$ cat src/pkg/dgcs_defs.vh
// Constants for the shared global configuration and status register bank
`ifndef DGCS_DEFS_VH
`define DGCS_DEFS_VH

// Register offsets
`define DGCS_OFS_GEN_CFG 8'h02
`define DGCS_OFS_REV 8'h03
`define DGCS_OFS_STATUS 8'h04
`define DGCS_OFS_THR_HI 8'h05
`define DGCS_OFS_THR_LO 8'h06

// General configuration field positions
`define DGCS_CFG_PROXY_BIT 5
`define DGCS_CFG_OEN_MODE_BIT 4
`define DGCS_CFG_OUT_EN_BIT 3
`define DGCS_CFG_SLEEP_SEL_BIT 2
`define DGCS_CFG_PAR_EN_BIT 1
`define DGCS_CFG_REF_OVR_BIT 0

// Status field positions
`define DGCS_STS_CKSUM_BIT 7
`define DGCS_STS_INIT_BIT 6
`define DGCS_STS_RSV5_BIT 5
`define DGCS_STS_REF_BIT 4
`define DGCS_STS_PASS_BIT 3
`define DGCS_STS_LOCK_BIT 2
`define DGCS_STS_RSV_LO 2'h3

// Reset values
`define DGCS_RST_GEN_CFG 8'h1e
`define DGCS_RST_THR_HI 8'h01
`define DGCS_RST_THR_LO 8'h00
`define DGCS_RST_MASK_REV 4'h0
`define DGCS_UNMAPPED_READ 8'h00

// Reference clock frequency limits and measuring window
`define DGCS_CLK_PERIOD_NS 20
`define DGCS_REF_MIN_MHZ 12
`define DGCS_REF_MAX_MHZ 64
`define DGCS_REF_PIN_DIV 4
`define DGCS_REF_WIN_NS 10000
`define DGCS_REF_WIN_CYC (`DGCS_REF_WIN_NS / `DGCS_CLK_PERIOD_NS)
`define DGCS_REF_MIN_EDGES \
	((`DGCS_REF_MIN_MHZ * `DGCS_REF_WIN_NS + 1000 * `DGCS_REF_PIN_DIV - 1) \
	/ (1000 * `DGCS_REF_PIN_DIV))
`define DGCS_REF_MAX_EDGES \
	((`DGCS_REF_MAX_MHZ * `DGCS_REF_WIN_NS) / (1000 * `DGCS_REF_PIN_DIV))
// Sized forms of the window end and the edge limits above
`define DGCS_REF_WIN_LAST 9'h1f3
`define DGCS_REF_MIN_CNT 8'h1e
`define DGCS_REF_MAX_CNT 8'ha0

`endif

$ cat src/verilog/dgcs_par_limit.v
// Per-port parity error counter with threshold flag
`timescale 1ns/1ps
module dgcs_par_limit (
	// Clock and reset
	input wire clk,
	input wire reset,
	// Control from the register bank
	input wire check_en,
	input wire [15:0] parity_error_limit,
	// Receiver events
	input wire parity_err,
	input wire count_clear,
	// Result
	output reg limit_flag,
	output reg [15:0] err_count
);

	wire [15:0] count_next;
	wire flag_next;

	// Saturate so a long error burst never wraps back under the limit
	assign count_next = (!check_en) ? err_count :
		(parity_err && err_count != 16'hffff) ?
		err_count + 16'h0001 : err_count;

	assign flag_next = (count_next >= parity_error_limit);

	always @(posedge clk or posedge reset) begin
		if (reset) begin
			err_count <= 16'h0000;
			limit_flag <= 1'b0;
		end else if (count_clear) begin
			// A clear restarts counting; a same-cycle error is kept
			err_count <= (check_en && parity_err) ? 16'h0001 : 16'h0000;
			limit_flag <= 1'b0;
		end else begin
			err_count <= count_next;
			limit_flag <= flag_next;
		end
	end

endmodule

$ cat src/verilog/dgcs_top.v
// Shared global configuration and status register bank
//
// Notes on behaviour
// - Proxy master access allowed only when bit set
// - Mode zero and no lock: CSI high impedance
// - Mode one, no lock, sleep select one, enable one: CSI in LP-11
// - Sleep select one, enable zero: high impedance
// - Mode one, lock low, sleep select zero: drive HS-0
// - Parity checker runs only when enabled
// - Override forces reference clock reported present
// - Checksum good set after valid config load
// - Load complete set after power-up initialization
// - Frequency bit set within 12 to 64 MHz
// - Pass status mirrors the pass pin
// - Lock status mirrors the lock pin
// - Per-port flag when errors reach threshold
// - Threshold from high and low byte registers
// - Revision register holds silicon and mask nibbles
// - Registers reachable from local and remote hosts
// - Load complete also marks restarted autoload end
`timescale 1ns/1ps
`include "dgcs_defs.vh"
module dgcs_top #(
	// Silicon revision nibble; value is arbitrary
	parameter [3:0] SILICON_REV = 4'h5
) (
	// Clock and reset
	input wire clk,
	input wire reset,
	// Local I2C host register port
	input wire lcl_req,
	input wire lcl_write,
	input wire [7:0] lcl_addr,
	input wire [7:0] lcl_wdata,
	output reg lcl_ack,
	output reg [7:0] lcl_rdata,
	// Remote host register port over the control channel
	input wire rmt_req,
	input wire rmt_write,
	input wire [7:0] rmt_addr,
	input wire [7:0] rmt_wdata,
	output reg rmt_ack,
	output reg [7:0] rmt_rdata,
	// Receiver pins and status from outside the clock domain
	input wire [1:0] rx_lock,
	input wire [1:0] rx_pass,
	input wire refclk_detect,
	input wire refclk_div,
	// Receiver events on this clock
	input wire [1:0] rx_parity_err,
	input wire [1:0] rx_status_clear,
	input wire [1:0] csi_port_assign,
	// Configuration loader
	input wire autoload_restart,
	input wire cfg_load_done,
	input wire cfg_cksum_ok,
	output reg autoload_run,
	// Control and indication outputs
	output reg proxy_master_allow,
	output reg parity_check_en,
	output reg refclk_present,
	output reg lock_pin,
	output reg pass_pin,
	output reg csi_tx_hiz,
	output reg csi_tx_hs0,
	output reg csi_tx_lp11,
	output reg [1:0] parity_limit_flag
);

	// Loader states, one-hot
	localparam [1:0] ST_LOAD = 2'b01;
	localparam [1:0] ST_DONE = 2'b10;

	reg [7:0] gen_cfg_reg;
	reg [7:0] thr_hi_reg;
	reg [7:0] thr_lo_reg;
	reg [1:0] state_reg;
	reg [1:0] state_next;
	reg cksum_reg;
	reg ref_ok_reg;
	reg [3:0] sync1_lock_reg;
	reg [3:0] sync2_lock_reg;
	reg [1:0] sync1_ref_reg;
	reg [1:0] sync2_ref_reg;
	reg ref_prev_reg;
	reg [8:0] win_cnt_reg;
	reg [7:0] edge_cnt_reg;
	reg rmt_pend_reg;
	reg rmt_wr_hold_reg;
	reg [7:0] rmt_addr_hold_reg;
	reg [7:0] rmt_wdata_hold_reg;

	wire [1:0] lock_s;
	wire [1:0] pass_s;
	wire ref_det_s;
	wire ref_div_s;
	wire any_lock;
	wire [15:0] parity_error_limit;
	wire rmt_go;
	wire rmt_wr_eff;
	wire [7:0] rmt_addr_eff;
	wire [7:0] rmt_wdata_eff;
	wire win_end;
	wire ref_edge;
	wire [7:0] status_val;
	wire [7:0] rev_val;
	wire [1:0] flag_w;
	reg [7:0] lcl_rd_mux;
	reg [7:0] rmt_rd_mux;
	reg wr_en;
	reg [7:0] wr_addr;
	reg [7:0] wr_data;

	// Two-flop synchronisers for every pin input
	always @(posedge clk or posedge reset) begin
		if (reset) begin
			sync1_lock_reg <= 4'h0;
			sync2_lock_reg <= 4'h0;
			sync1_ref_reg <= 2'h0;
			sync2_ref_reg <= 2'h0;
		end else begin
			sync1_lock_reg <= {rx_pass, rx_lock};
			sync2_lock_reg <= sync1_lock_reg;
			sync1_ref_reg <= {refclk_div, refclk_detect};
			sync2_ref_reg <= sync1_ref_reg;
		end
	end

	assign lock_s = sync2_lock_reg[1:0];
	assign pass_s = sync2_lock_reg[3:2];
	assign ref_det_s = sync2_ref_reg[0];
	assign ref_div_s = sync2_ref_reg[1];

	// Only receivers assigned to the CSI port count toward its lock
	assign any_lock = |(lock_s & csi_port_assign);

	assign parity_error_limit = {thr_hi_reg, thr_lo_reg};

	assign rev_val = {SILICON_REV, `DGCS_RST_MASK_REV};

	assign status_val = {cksum_reg, state_reg == ST_DONE, 1'b0,
		ref_ok_reg, pass_pin, lock_pin, `DGCS_STS_RSV_LO};

	// Remote access waits for a cycle with no local request when it collides with local
	assign rmt_go = !lcl_req && (rmt_req || rmt_pend_reg);
	assign rmt_wr_eff = rmt_pend_reg ? rmt_wr_hold_reg : rmt_write;
	assign rmt_addr_eff = rmt_pend_reg ? rmt_addr_hold_reg : rmt_addr;
	assign rmt_wdata_eff = rmt_pend_reg ? rmt_wdata_hold_reg : rmt_wdata;

	always @(posedge clk or posedge reset) begin
		if (reset) begin
			rmt_pend_reg <= 1'b0;
			rmt_wr_hold_reg <= 1'b0;
			rmt_addr_hold_reg <= 8'h00;
			rmt_wdata_hold_reg <= 8'h00;
		end else if (lcl_req && rmt_req && !rmt_pend_reg) begin
			rmt_pend_reg <= 1'b1;
			rmt_wr_hold_reg <= rmt_write;
			rmt_addr_hold_reg <= rmt_addr;
			rmt_wdata_hold_reg <= rmt_wdata;
		end else if (rmt_go) begin
			rmt_pend_reg <= 1'b0;
		end
	end

	// One write port shared by both hosts, local first
	always @* begin
		wr_en = 1'b0;
		wr_addr = 8'h00;
		wr_data = 8'h00;
		if (lcl_req && lcl_write) begin
			wr_en = 1'b1;
			wr_addr = lcl_addr;
			wr_data = lcl_wdata;
		end else if (rmt_go && rmt_wr_eff) begin
			wr_en = 1'b1;
			wr_addr = rmt_addr_eff;
			wr_data = rmt_wdata_eff;
		end
	end

	// Writable registers; status and revision ignore writes
	always @(posedge clk or posedge reset) begin
		if (reset) begin
			gen_cfg_reg <= `DGCS_RST_GEN_CFG;
			thr_hi_reg <= `DGCS_RST_THR_HI;
			thr_lo_reg <= `DGCS_RST_THR_LO;
		end else if (wr_en) begin
			case (wr_addr)
			`DGCS_OFS_GEN_CFG: begin
				gen_cfg_reg <= wr_data;
			end
			`DGCS_OFS_THR_HI: begin
				thr_hi_reg <= wr_data;
			end
			`DGCS_OFS_THR_LO: begin
				thr_lo_reg <= wr_data;
			end
			default: begin
				gen_cfg_reg <= gen_cfg_reg;
			end
			endcase
		end
	end

	// Read data for the local host
	always @* begin
		case (lcl_addr)
		`DGCS_OFS_GEN_CFG: lcl_rd_mux = gen_cfg_reg;
		`DGCS_OFS_REV: lcl_rd_mux = rev_val;
		`DGCS_OFS_STATUS: lcl_rd_mux = status_val;
		`DGCS_OFS_THR_HI: lcl_rd_mux = thr_hi_reg;
		`DGCS_OFS_THR_LO: lcl_rd_mux = thr_lo_reg;
		default: lcl_rd_mux = `DGCS_UNMAPPED_READ;
		endcase
	end

	// Read data for the remote host
	always @* begin
		case (rmt_addr_eff)
		`DGCS_OFS_GEN_CFG: rmt_rd_mux = gen_cfg_reg;
		`DGCS_OFS_REV: rmt_rd_mux = rev_val;
		`DGCS_OFS_STATUS: rmt_rd_mux = status_val;
		`DGCS_OFS_THR_HI: rmt_rd_mux = thr_hi_reg;
		`DGCS_OFS_THR_LO: rmt_rd_mux = thr_lo_reg;
		default: rmt_rd_mux = `DGCS_UNMAPPED_READ;
		endcase
	end

	always @(posedge clk or posedge reset) begin
		if (reset) begin
			lcl_ack <= 1'b0;
			lcl_rdata <= 8'h00;
			rmt_ack <= 1'b0;
			rmt_rdata <= 8'h00;
		end else begin
			lcl_ack <= lcl_req;
			rmt_ack <= rmt_go;
			if (lcl_req) begin
				lcl_rdata <= lcl_rd_mux;
			end
			if (rmt_go) begin
				rmt_rdata <= rmt_rd_mux;
			end
		end
	end

	// Loader sequencing, restart drops the done indication
	always @* begin
		case (state_reg)
		ST_LOAD: begin
			state_next = cfg_load_done ? ST_DONE : ST_LOAD;
		end
		ST_DONE: begin
			state_next = autoload_restart ? ST_LOAD : ST_DONE;
		end
		default: begin
			state_next = ST_LOAD;
		end
		endcase
	end

	always @(posedge clk or posedge reset) begin
		if (reset) begin
			state_reg <= ST_LOAD;
			cksum_reg <= 1'b0;
			autoload_run <= 1'b1;
		end else begin
			state_reg <= state_next;
			autoload_run <= (state_next == ST_LOAD);
			if (state_reg == ST_LOAD && cfg_load_done) begin
				cksum_reg <= cfg_cksum_ok;
			end else if (state_next == ST_LOAD) begin
				cksum_reg <= 1'b0;
			end
		end
	end

	// Window timer for the reference frequency check
	assign win_end = (win_cnt_reg == `DGCS_REF_WIN_LAST);
	assign ref_edge = ref_div_s && !ref_prev_reg;

	always @(posedge clk or posedge reset) begin
		if (reset) begin
			ref_prev_reg <= 1'b0;
			win_cnt_reg <= 9'h000;
			edge_cnt_reg <= 8'h00;
			ref_ok_reg <= 1'b0;
		end else begin
			ref_prev_reg <= ref_div_s;
			if (win_end) begin
				win_cnt_reg <= 9'h000;
				edge_cnt_reg <= 8'h00;
				ref_ok_reg <= (edge_cnt_reg >= `DGCS_REF_MIN_CNT)
					&& (edge_cnt_reg <= `DGCS_REF_MAX_CNT);
			end else begin
				win_cnt_reg <= win_cnt_reg + 9'h001;
				// Saturate so a runaway input never wraps into range
				if (ref_edge && edge_cnt_reg != 8'hff) begin
					edge_cnt_reg <= edge_cnt_reg + 8'h01;
				end
			end
		end
	end

	// Control outputs and pin levels, all registered
	always @(posedge clk or posedge reset) begin
		if (reset) begin
			proxy_master_allow <= 1'b0;
			parity_check_en <= 1'b1;
			refclk_present <= 1'b0;
			lock_pin <= 1'b0;
			pass_pin <= 1'b0;
		end else begin
			proxy_master_allow <= gen_cfg_reg[`DGCS_CFG_PROXY_BIT];
			parity_check_en <= gen_cfg_reg[`DGCS_CFG_PAR_EN_BIT];
			refclk_present <= gen_cfg_reg[`DGCS_CFG_REF_OVR_BIT]
				| ref_det_s;
			lock_pin <= |lock_s;
			pass_pin <= |(pass_s & lock_s);
		end
	end

	// CSI output drive policy; high impedance beats every other state
	always @(posedge clk or posedge reset) begin
		if (reset) begin
			csi_tx_hiz <= 1'b1;
			csi_tx_hs0 <= 1'b0;
			csi_tx_lp11 <= 1'b0;
		end else begin
			csi_tx_hiz <= 1'b0;
			csi_tx_hs0 <= 1'b0;
			csi_tx_lp11 <= 1'b0;
			if (!gen_cfg_reg[`DGCS_CFG_OEN_MODE_BIT] && !any_lock) begin
				csi_tx_hiz <= 1'b1;
			end else if (gen_cfg_reg[`DGCS_CFG_SLEEP_SEL_BIT] &&
				!gen_cfg_reg[`DGCS_CFG_OUT_EN_BIT]) begin
				csi_tx_hiz <= 1'b1;
			end else if (!any_lock &&
				!gen_cfg_reg[`DGCS_CFG_SLEEP_SEL_BIT]) begin
				csi_tx_hs0 <= 1'b1;
			end else if (!any_lock) begin
				csi_tx_lp11 <= 1'b1;
			end
		end
	end

	dgcs_par_limit u_par0 (
		.clk(clk),
		.reset(reset),
		.check_en(gen_cfg_reg[`DGCS_CFG_PAR_EN_BIT]),
		.parity_error_limit(parity_error_limit),
		.parity_err(rx_parity_err[0]),
		.count_clear(rx_status_clear[0]),
		.limit_flag(flag_w[0]),
		.err_count()
	);

	dgcs_par_limit u_par1 (
		.clk(clk),
		.reset(reset),
		.check_en(gen_cfg_reg[`DGCS_CFG_PAR_EN_BIT]),
		.parity_error_limit(parity_error_limit),
		.parity_err(rx_parity_err[1]),
		.count_clear(rx_status_clear[1]),
		.limit_flag(flag_w[1]),
		.err_count()
	);

	// Flags leave through a flop of this module
	always @(posedge clk or posedge reset) begin
		if (reset) begin
			parity_limit_flag <= 2'b00;
		end else begin
			parity_limit_flag <= flag_w;
		end
	end

endmodule

$ cat config.mk
export PLATFORM = sky130hd
export DESIGN_NAME = dgcs_top
export DESIGN_NICKNAME = d
export VERILOG_FILES = /design/src/verilog/dgcs_par_limit.v /design/src/verilog/dgcs_top.v
export VERILOG_INCLUDE_DIRS = /design/src /design/src/pkg
export SDC_FILE = /design/constraint.sdc
export NUM_CORES = 1
export LEC_CHECK = 0
export ABC_AREA = 1
export BUFFER_PORTS_ARGS = -buffer_cell sky130_fd_sc_hd__buf_2
export CORE_MARGIN = 10
export CORE_UTILIZATION = 45
export DETAILED_ROUTE_END_ITERATION = 16
export PLACE_DENSITY = 0.61
export SETUP_SLACK_MARGIN = 0.1
export SYNTH_ARGS = -nofsm -noshare
export SYNTH_HDL_FRONTEND = slang
export SYNTH_SLANG_ARGS = --single-unit
$ cat constraint.sdc
create_clock -name clk -period 10.9 [get_ports clk]
set_clock_uncertainty 0.15 [all_clocks]
set_input_delay 1.09 -clock clk [delete_from_list [all_inputs] [get_ports clk]]
set_output_delay 1.09 -clock clk [all_outputs]
set_load 0.03 [all_outputs]
# Word-level counts from Yosys, hierarchy flattened
# Index checks and enable logic that the tools add are counted.
[totals]
input_bits = 53
regBits = 139
[op_classes]
n_mux = 40
order_cmp = 4
eq_ne = 20
n_bitwise = 3
n_reduce_logical = 33
add_sub_neg = 4
[op_table]
columns = ["operator", "n"]
rows = [
  ["$mux W16", 6],
  ["$pmux W8 S5", 2],
  ["$eq A8 B3 Y1 const B", 8],
  ["$mux W8", 8],
  ["$eq A8 B2 Y1 const B", 5],
  ["$add A16 B1 Y16 const B", 2],
  ["$ge A16 B16 Y1", 2],
  ["$ne A16 B16 Y1 const B", 2],
  ["$mux W1", 20],
  ["$logic_and A1 B1 Y1", 16],
  ["$add A9 B1 Y9 const B", 1],
  ["$eq A9 B9 Y1 const B", 1],
  ["$mux W9", 1],
  ["$add A8 B1 Y8 const B", 1],
  ["$ge A8 B5 Y1 const B", 1],
  ["$le A8 B8 Y1 const B", 1],
  ["$ne A8 B8 Y1 const B", 1],
  ["$logic_not A1 Y1", 7],
  ["$reduce_and A2 Y1", 3],
  ["$reduce_bool A2 Y1", 3],
  ["$reduce_or A2 Y1", 3],
  ["$and A2 B2 Y2", 2],
  ["$eq A2 B1 Y1 const B", 2],
  ["$mux W2", 2],
  ["other kinds (4)", 4],
]

# Logic depth before layout (Yosys ltp)
# Gate-level depths: netlist (run 1).
[depth]
ltp_word = 7
mapped_depth = 20
ltp_nobuf = 19

# Cells and area by module
# A second synthesis (run 1) with hierarchy kept.
[hier_totals]
hier_cells = 1102
area_unflattened_um2 = 8271.7
[modules_own_cells]
columns = ["mod", "n_inst", "area_per_inst_um2", "cells_per_inst", "seq_area_each_um2"]
rows = [
  ["dgcs_top", 1, 5228.8, 646, 2638.8],
  ["dgcs_par_limit", 2, 1521.5, 228, 425.4],
]

# Worst setup path before layout (run 1)
# Ideal clock, no wire load.
[synth_timing]
path_type = "in2reg"
startpoint = "input rx_parity_err[0]"
endpoint = "register u_par0.limit_flag"
path_slack_ns = 8.072
n_path_buf = 1
stages = 16
arrival_ns = 2.566
path_cell_list = "nand2_1 inv_1 nand2_1 buf_4 nor2_1 xor2_1 inv_1 ha_1 a21oi_1 o21ai_0 nand2_1 nand2_1 nand2_1 nand3_1 nand2_1 inv_1"
[synth_via]
elab_chain_len = 5
[synth_rtl]
columns = ["element", "line", "source"]
rows = [
  ["from (decl)", "dgcs_top.v:50", "input wire [1:0] rx_parity_err,"],
  ["$logic_and A1 B1 Y1", "dgcs_par_limit.v:23", "(parity_err && err_count != 16'hffff) ?"],
  ["$mux W16", "dgcs_par_limit.v:23", ""],
  ["$mux W16", "dgcs_par_limit.v:22", "assign count_next = (!check_en) ? err_count :"],
  ["$ge A16 B16 Y1", "dgcs_par_limit.v:26", "assign flag_next = (count_next >= parity_error_limit);"],
  ["$mux W1", "dgcs_par_limit.v:32", "end else if (count_clear) begin"],
  ["to (signal assigned)", "dgcs_par_limit.v:38", "limit_flag <= flag_next;"],
  ["to (decl)", "dgcs_par_limit.v:14", "output reg limit_flag,"],
]
# Every way passes these cells.
# A chain may end at the register's enable or synchronous reset.

# Worst setup path in the final report (run 1)
[layout_timing]
startpoint = "register u_par1.err_count[0]"
endpoint = "register u_par1.limit_flag"
[layout_via]
elab_chain_len = 6
word_cells_on_any_way = 7
cone_classes = "add/sub: 1; order compare: 1; eq/ne: 1; mux: 3; reduce/logical: 1"
[layout_rtl]
columns = ["element", "line", "source"]
rows = [
  ["from (decl)", "dgcs_par_limit.v:15", "output reg [15:0] err_count"],
  ["from (signal assigned)", "dgcs_par_limit.v:34", "err_count <= (check_en && parity_err) ? 16'h0001 : 16'h0000;"],
  ["from (signal assigned)", "dgcs_par_limit.v:37", "err_count <= count_next;"],
  ["parallel branches: the longest is 3 deep, another holds $add A16 B1 Y16", "--", ""],
  ["$mux W16 (*)", "dgcs_par_limit.v:22", ""],
  ["$ge A16 B16 Y1 (*)", "dgcs_par_limit.v:26", ""],
  ["$mux W1 (*)", "dgcs_par_limit.v:32", ""],
  ["to (signal assigned)", "dgcs_par_limit.v:38", ""],
  ["to (decl)", "dgcs_par_limit.v:14", ""],
]
# Every way passes the cells marked *.

==> flow_metrics.tcl, run 1 <==
set metrics [dict create \
    status "completed" \
    yosys.cell_types.count 48 \
    first_pass_iters 5 \
    grt_pass1_vias 6684 \
    fill_cells 1715 \
    pre_cts_ws_ps 7610 \
    cp_slowest_stage_delay_ps 380 \
    synth-compound-area-share_pct 7.97 \
    rsz0062_at_grt "false" \
    grt_pass1_wl_mm 33.2 \
    cts_setup_buffers 0 \
    synth-async-reset-ratio_pct 100 \
    synth_top_area_share_pct 40.8 \
    utilization_pct 52.7 \
    design_area_um2 9150 \
    htreeDepth 4 \
    dp_hpwl_mm 14.7 \
    p_leak_nw 4.94 \
    fin_crit_sh_pct 27.7 \
    ctsHoldBuffers 0 \
    vias 6862 \
    yosysWarnings 0 \
    crit_chain "ha_1 -> nand3_1 -> nor2_1 -> nand4_1 -> nand2_1 -> nor2_1 -> xnor2_1 -> inv_1 -> ha_1 -> nand2_1 -> inv_1 -> nand3_1 -> nor3_1 -> nand2_1 -> nand3_1 -> nand2_1 -> inv_1" \
    routedWlPerCell_um 14.4 \
    tns_ps 0 \
    grt_max_degree 82 \
    crit_path_start_kind "register" \
    synth_edf_count 0 \
    cts_tree "built" \
    syn_inst 1048 \
    synth_top_cell_by_area "dfrtp_1" \
    clk_latency_ps 430 \
    drc 0 \
    cellPowerDensity_nw_per_um2 162 \
    ctsResizeCount 0 \
    crit_required_ps 11120 \
    min_period_ps 3020 \
    io_pins 82 \
    synth-xor-area-share_pct 1.43 \
    synth-seq-cells 139 \
    finalHoldViolCount 0 \
    final_common_cell "nand2_1" \
    maxCapViolCount 0 \
    r2r_slack_ps 7880 \
    routed_wl_mm 19.7 \
    yosysSeqAreaShare_pct 43.8 \
    syn_to_final_growth_pct 14.8 \
    fin_nets 1219 \
    cp_max_fo 12 \
    syn_avg_cell_area_um2 7.61 \
    worstSetupEndpointType "register" \
    slew_headroom_pct 34.1 \
    hold_class "reg -> reg" \
    gp_congestion 0.892 \
    antenna_cells 0 \
    synth_mux_area_share_pct 0.424 \
    core_um2 17400 \
    setup_ws_ps 7880 \
    syn-num-nets 1140 \
    drive_above_1_share_pct 14.0 \
    io_buffers 81 \
    cp-startpoint "u_par1.err_count[0]" \
    min_from "sync1_lock_reg[2]" \
    max_slew.worst_pin.slew_ps 985 \
    synthFlopType "dfrtp_1" \
    crit_slowest_cell "dfrtp_1" \
    postRouteAntennaNets 0 \
    cts.sinks 139 \
    die_width_um 153 \
    setup-violations-final 0 \
    synth_simple_gate_area_share_pct 32.0 \
    setup.worst_path.class "reg -> reg" \
    synth_top_family_by_area "simple AND/OR/NAND/NOR gates" \
    fmaxAchievable_mhz 331 \
    drt_iter0_drc 409 \
    final_cell_mix "nand2_1, inv_1, dfrtp_1" \
    start_util_pct 45.9 \
    drv_slew 0 \
    synth_area_leaders "dfrtp_1, nand2_1, inv_1, ha_1, nand3_1" \
    grt_usage_pct 17.1 \
    die_h_um 153 \
    reg2reg_from "u_par1.err_count[0]" \
    synth_area_um2 7970 \
    synth_fa_ha_area_share_pct 6.12 \
    ir_worst_vdd_mv 0.132 \
    place_area_um2 8550 \
    grt_overflow 0 \
    arrival_ps 3240 \
    cts_buffers 17 \
    crit_path_frequent_cell "nand2_1" \
    grt_antenna_before_repair 0 \
    clock_path_buffers 2 \
    clk_pin_slew_ps 70 \
    viasPerCell 5.03 \
    row_count 48 \
    die_area_um2 23400 \
    clk_root_buffer_cell "clkbuf_16" \
]
kinds of logic after synthesis:
family	Yosys count
and+or+nand+nor	577
buffers and inverters	164
DFF	139
AOI/OAI and AO/OA	113
adders and majority gates	39
xor gates and xnor gates	13
muxes	3
worst max-delay path, delay by kind of cell (launching register included):
family | cells | cell delay [ps]
xor+xnor | 1 | 210
buf+inv | 3 | 180
simple gates | 11 | 1520
flops | 1 | 380
fa+ha+maj | 2 | 520
per-layer routing:
layer	routed length (um)	global-route usage [%]	vias to the layer above	share of wire (%)
met5	0	0	-	0
met4	365	6.36	0	1.9
met3	925	3.62	22	4.7
met2	8900	26.1	152	45
met1	9510	23.1	3145	48
li1	-	-	3543	-
through the flow:
stage          power, W  instances  hold slack (ps)
5_1_grt         0.00157       1365              208
2_1_floorplan  0.000827       1048              181
6_report        0.00149       1365              200
3_5_place_dp   0.000914       1333              185
3_3_place_gp   0.000910       1333              181
4_1_cts         0.00150       1365              202
area by class of cell:
| type | instances | area (um2) | area share (%) |
|---|---|---|---|
| timing repair buffer | 82 | 413 | 4.51 |
| sequential | 139 | 3490 | 38.1 |
| clock inverter | 15 | 173 | 1.89 |
| inverter | 142 | 543 | 5.93 |
| tap | 225 | 282 | 3.08 |
| clock buffer | 17 | 425 | 4.65 |
| multi-input combinational | 745 | 3820 | 41.8 |
Yosys cell counts (7+ instances only):
| library cell | n |
|---|---|
| a21oi_1 | 42 |
| clkbuf_1 | 7 |
| dfrtp_1 | 130 |
| dfstp_2 | 9 |
| ha_1 | 39 |
| inv_1 | 132 |
| nand2_1 | 329 |
| nand2_2 | 7 |
| nand3_1 | 92 |
| nand3b_1 | 10 |
| nand4_1 | 27 |
| nor2_1 | 74 |
| nor3_1 | 16 |
| o21ai_0 | 47 |
| xnor2_1 | 8 |
path summary, 6_finish.rpt:
check / endpoint / cells past startpoint
worst max register to register: u_par1.limit_flag / 17
worst min register to register: sync2_lock_reg[2] / 0
worst min-delay path: sync2_lock_reg[2] / 0
worst max-delay path: u_par1.limit_flag / 17
min in group asynchronous: lcl_ack / 2
max in group asynchronous: u_par0.err_count[15] / 3
power by group:
part / switching (W) / total, W / internal (W)
registers: 0.0000582 / 0.000638 / 0.000580
clock network: 0.000271 / 0.000580 / 0.000309
logic: 0.000179 / 0.000269 / 0.0000901
total: 0.000508 / 0.00149 / 0.000979
Note: power is estimated with default switching activity, not from simulation.
==> run 2: changes to the inputs <==
==> constraint.sdc (replaced) <==
create_clock -name clk -period 3 [get_ports clk]
set_clock_uncertainty 0.15 [all_clocks]
set_input_delay 0.3 -clock clk [delete_from_list [all_inputs] [get_ports clk]]
set_output_delay 0.3 -clock clk [all_outputs]
set_load 0.03 [all_outputs]
==> run 2 against run 1 <==
Routed wire length is 6.6% higher. Die area did not move. Critical endpoint unchanged. Setup slack worse by 7600 ps. Final cell count grew 3.4%. Highest routed layer unchanged. Cell area up 5.9%. Via count rose by 4.0%.
==> flow_metrics.tcl, run 2 (synthesis gave the netlist of run 1 again) <==
set metrics [dict create \
    cts_tree "built" \
    worstSetupEndpointType "register" \
    finalHoldViolCount 0 \
    die_h_um 153 \
    arrival_ps 2880 \
    io_buffers 81 \
    cp_max_fo 7 \
    viasPerCell 5.06 \
    die_width_um 153 \
    maxCapViolCount 0 \
    core_um2 17400 \
    io_pins 82 \
    routed_wl_mm 21.0 \
    crit_path_start_kind "register" \
    drive_above_1_share_pct 16.6 \
    min_path_cells 3 \
    routedWlPerCell_um 14.9 \
    tns_ps 0 \
    setup-violations-final 0 \
    gp_congestion 0.923 \
    grt_pass1_vias 6839 \
    syn_to_final_growth_pct 21.5 \
    cts.sinks 139 \
    cpLargestDelayFamily "simple AND/OR/NAND/NOR gates" \
    fin_nets 1266 \
    clk_root_buffer_cell "clkbuf_16" \
    fin_crit_sh_pct 90.1 \
    rsz0062_at_grt "false" \
    grt_usage_pct 17.7 \
    grt_max_degree 30 \
    status "completed" \
    crit_required_ps 3180 \
    drv_slew 0 \
    hold_class "in -> reg" \
    htreeDepth 4 \
    p_leak_nw 5.17 \
    drc 0 \
    crit_buf_inv 4 \
    reg2reg_depth 18 \
    start_util_pct 45.9 \
    fmaxAchievable_mhz 370 \
    cp_slowest_stage_delay_ps 410 \
    final_common_cell "nand2_1" \
    slew_headroom_pct 47.7 \
    clk_pin_slew_ps 70 \
    drt_iter0_drc 551 \
    max_slew.worst_pin.slew_ps 779 \
    setup.worst_path.class "reg -> reg" \
    grt_antenna_before_repair 0 \
    die_area_um2 23400 \
    final_cell_mix "nand2_1, dfrtp_1, inv_1" \
    path_depth 18 \
    min_period_ps 2700 \
    antenna_cells 0 \
    first_pass_iters 5 \
    crit_chain "ha_4 -> nand3_4 -> nor2_4 -> nand4_1 -> nand2_4 -> buf_6 -> nor2_1 -> nand3_1 -> nand2_1 -> ha_1 -> nand2_1 -> inv_1 -> nand3_1 -> inv_1 -> a21oi_1 -> nand3_1 -> nand2_1 -> inv_1" \
    utilization_pct 55.8 \
    cts_buffers 17 \
    clock_path_buffers 2 \
    ir_worst_vdd_mv 0.450 \
    grt_overflow 0 \
    postRouteAntennaNets 0 \
    dp_hpwl_mm 15.5 \
    grt_pass1_wl_mm 34.3 \
    finalPower_w 0.00555 \
    vias 7139 \
    crit_slowest_cell "dfrtp_1" \
    row_count 48 \
    cellPowerDensity_nw_per_um2 573 \
    clk_latency_ps 430 \
]
==> run 2: timing repair <==
| action | in CTS | in global routing |
|---|---|---|
| pin swaps | 0 | 8 |
| hold buffers | 28 | 0 |
| cloned | 0 | 0 |
| gates resized for setup | 1 | 32 |
| endpoints found under the setup margin | 1 | 2 |
| endpoints found under the hold margin | 48 | 0 |
| buffers inserted | 0 | 9 |
==> run 2: final timing paths <==
| path | startpoint | slack [ps] | to |
|---|---|---|---|
| min in group asynchronous | reset | 360 | parity_limit_flag[0] |
| min reg2reg | sync1_ref_reg[1] | 200 | sync2_ref_reg[1] |
| min | rmt_addr[2] | 10 | rmt_addr_hold_reg[2] |
| max | u_par1.err_count[0] | 300 | u_par1.limit_flag |
| max in group asynchronous | reset | 1550 | gen_cfg_reg[2] |
| max reg2reg | u_par1.err_count[0] | 300 | u_par1.limit_flag |
==> run 2: through the flow <==
step | hold slack [ps] | instance area [um2] | cells | worst slack [ps]
after detailed placement | 185 | 8640 | 1343 | 71.9
after CTS | 2.20 | 9520 | 1403 | 180
after floorplan | 181 | 7980 | 1048 | 501
after global placement | 182 | 8640 | 1343 | 140
final | 11.4 | 9690 | 1412 | 296
after global routing | 13.2 | 9690 | 1412 | 16.4
==> run 2: layout make-up <==
class | count | area (um2)
Tap cell | 225 | 282
Clock inverter | 15 | 173
Timing Repair Buffer | 129 | 852
Fill cell | 1648 | 7670
Clock buffer | 17 | 425
Multi-Input combinational cell | 745 | 3930
Inverter | 142 | 542
Sequential cell | 139 | 3490
==> run 2: tightest hold or removal path: cells and delay by family <==
kind / cells / cell delay, ps
buffers and inverters: 2 / 170
AO/OA/AOI/OAI: 1 / 80
==> run 2: power breakdown <==
part	total (W)	switching, W	internal (W)
combinational	0.00110	0.000692	0.000404
sequential	0.00231	0.000201	0.00211
clock	0.00215	0.000959	0.00119
total	0.00555	0.00185	0.00370
==> run 2: metal layers <==
layer / global-route usage [%] / up-vias / part of all wire [%] / wire, um
li1: - / 3626 / - / -
met1: 23.0 / 3311 / 46 / 9650
met2: 28.5 / 181 / 47 / 9940
met3: 4.69 / 21 / 5.5 / 1160
met4: 4.54 / 0 / 1.2 / 259
met5: 0 / - / 0 / 0
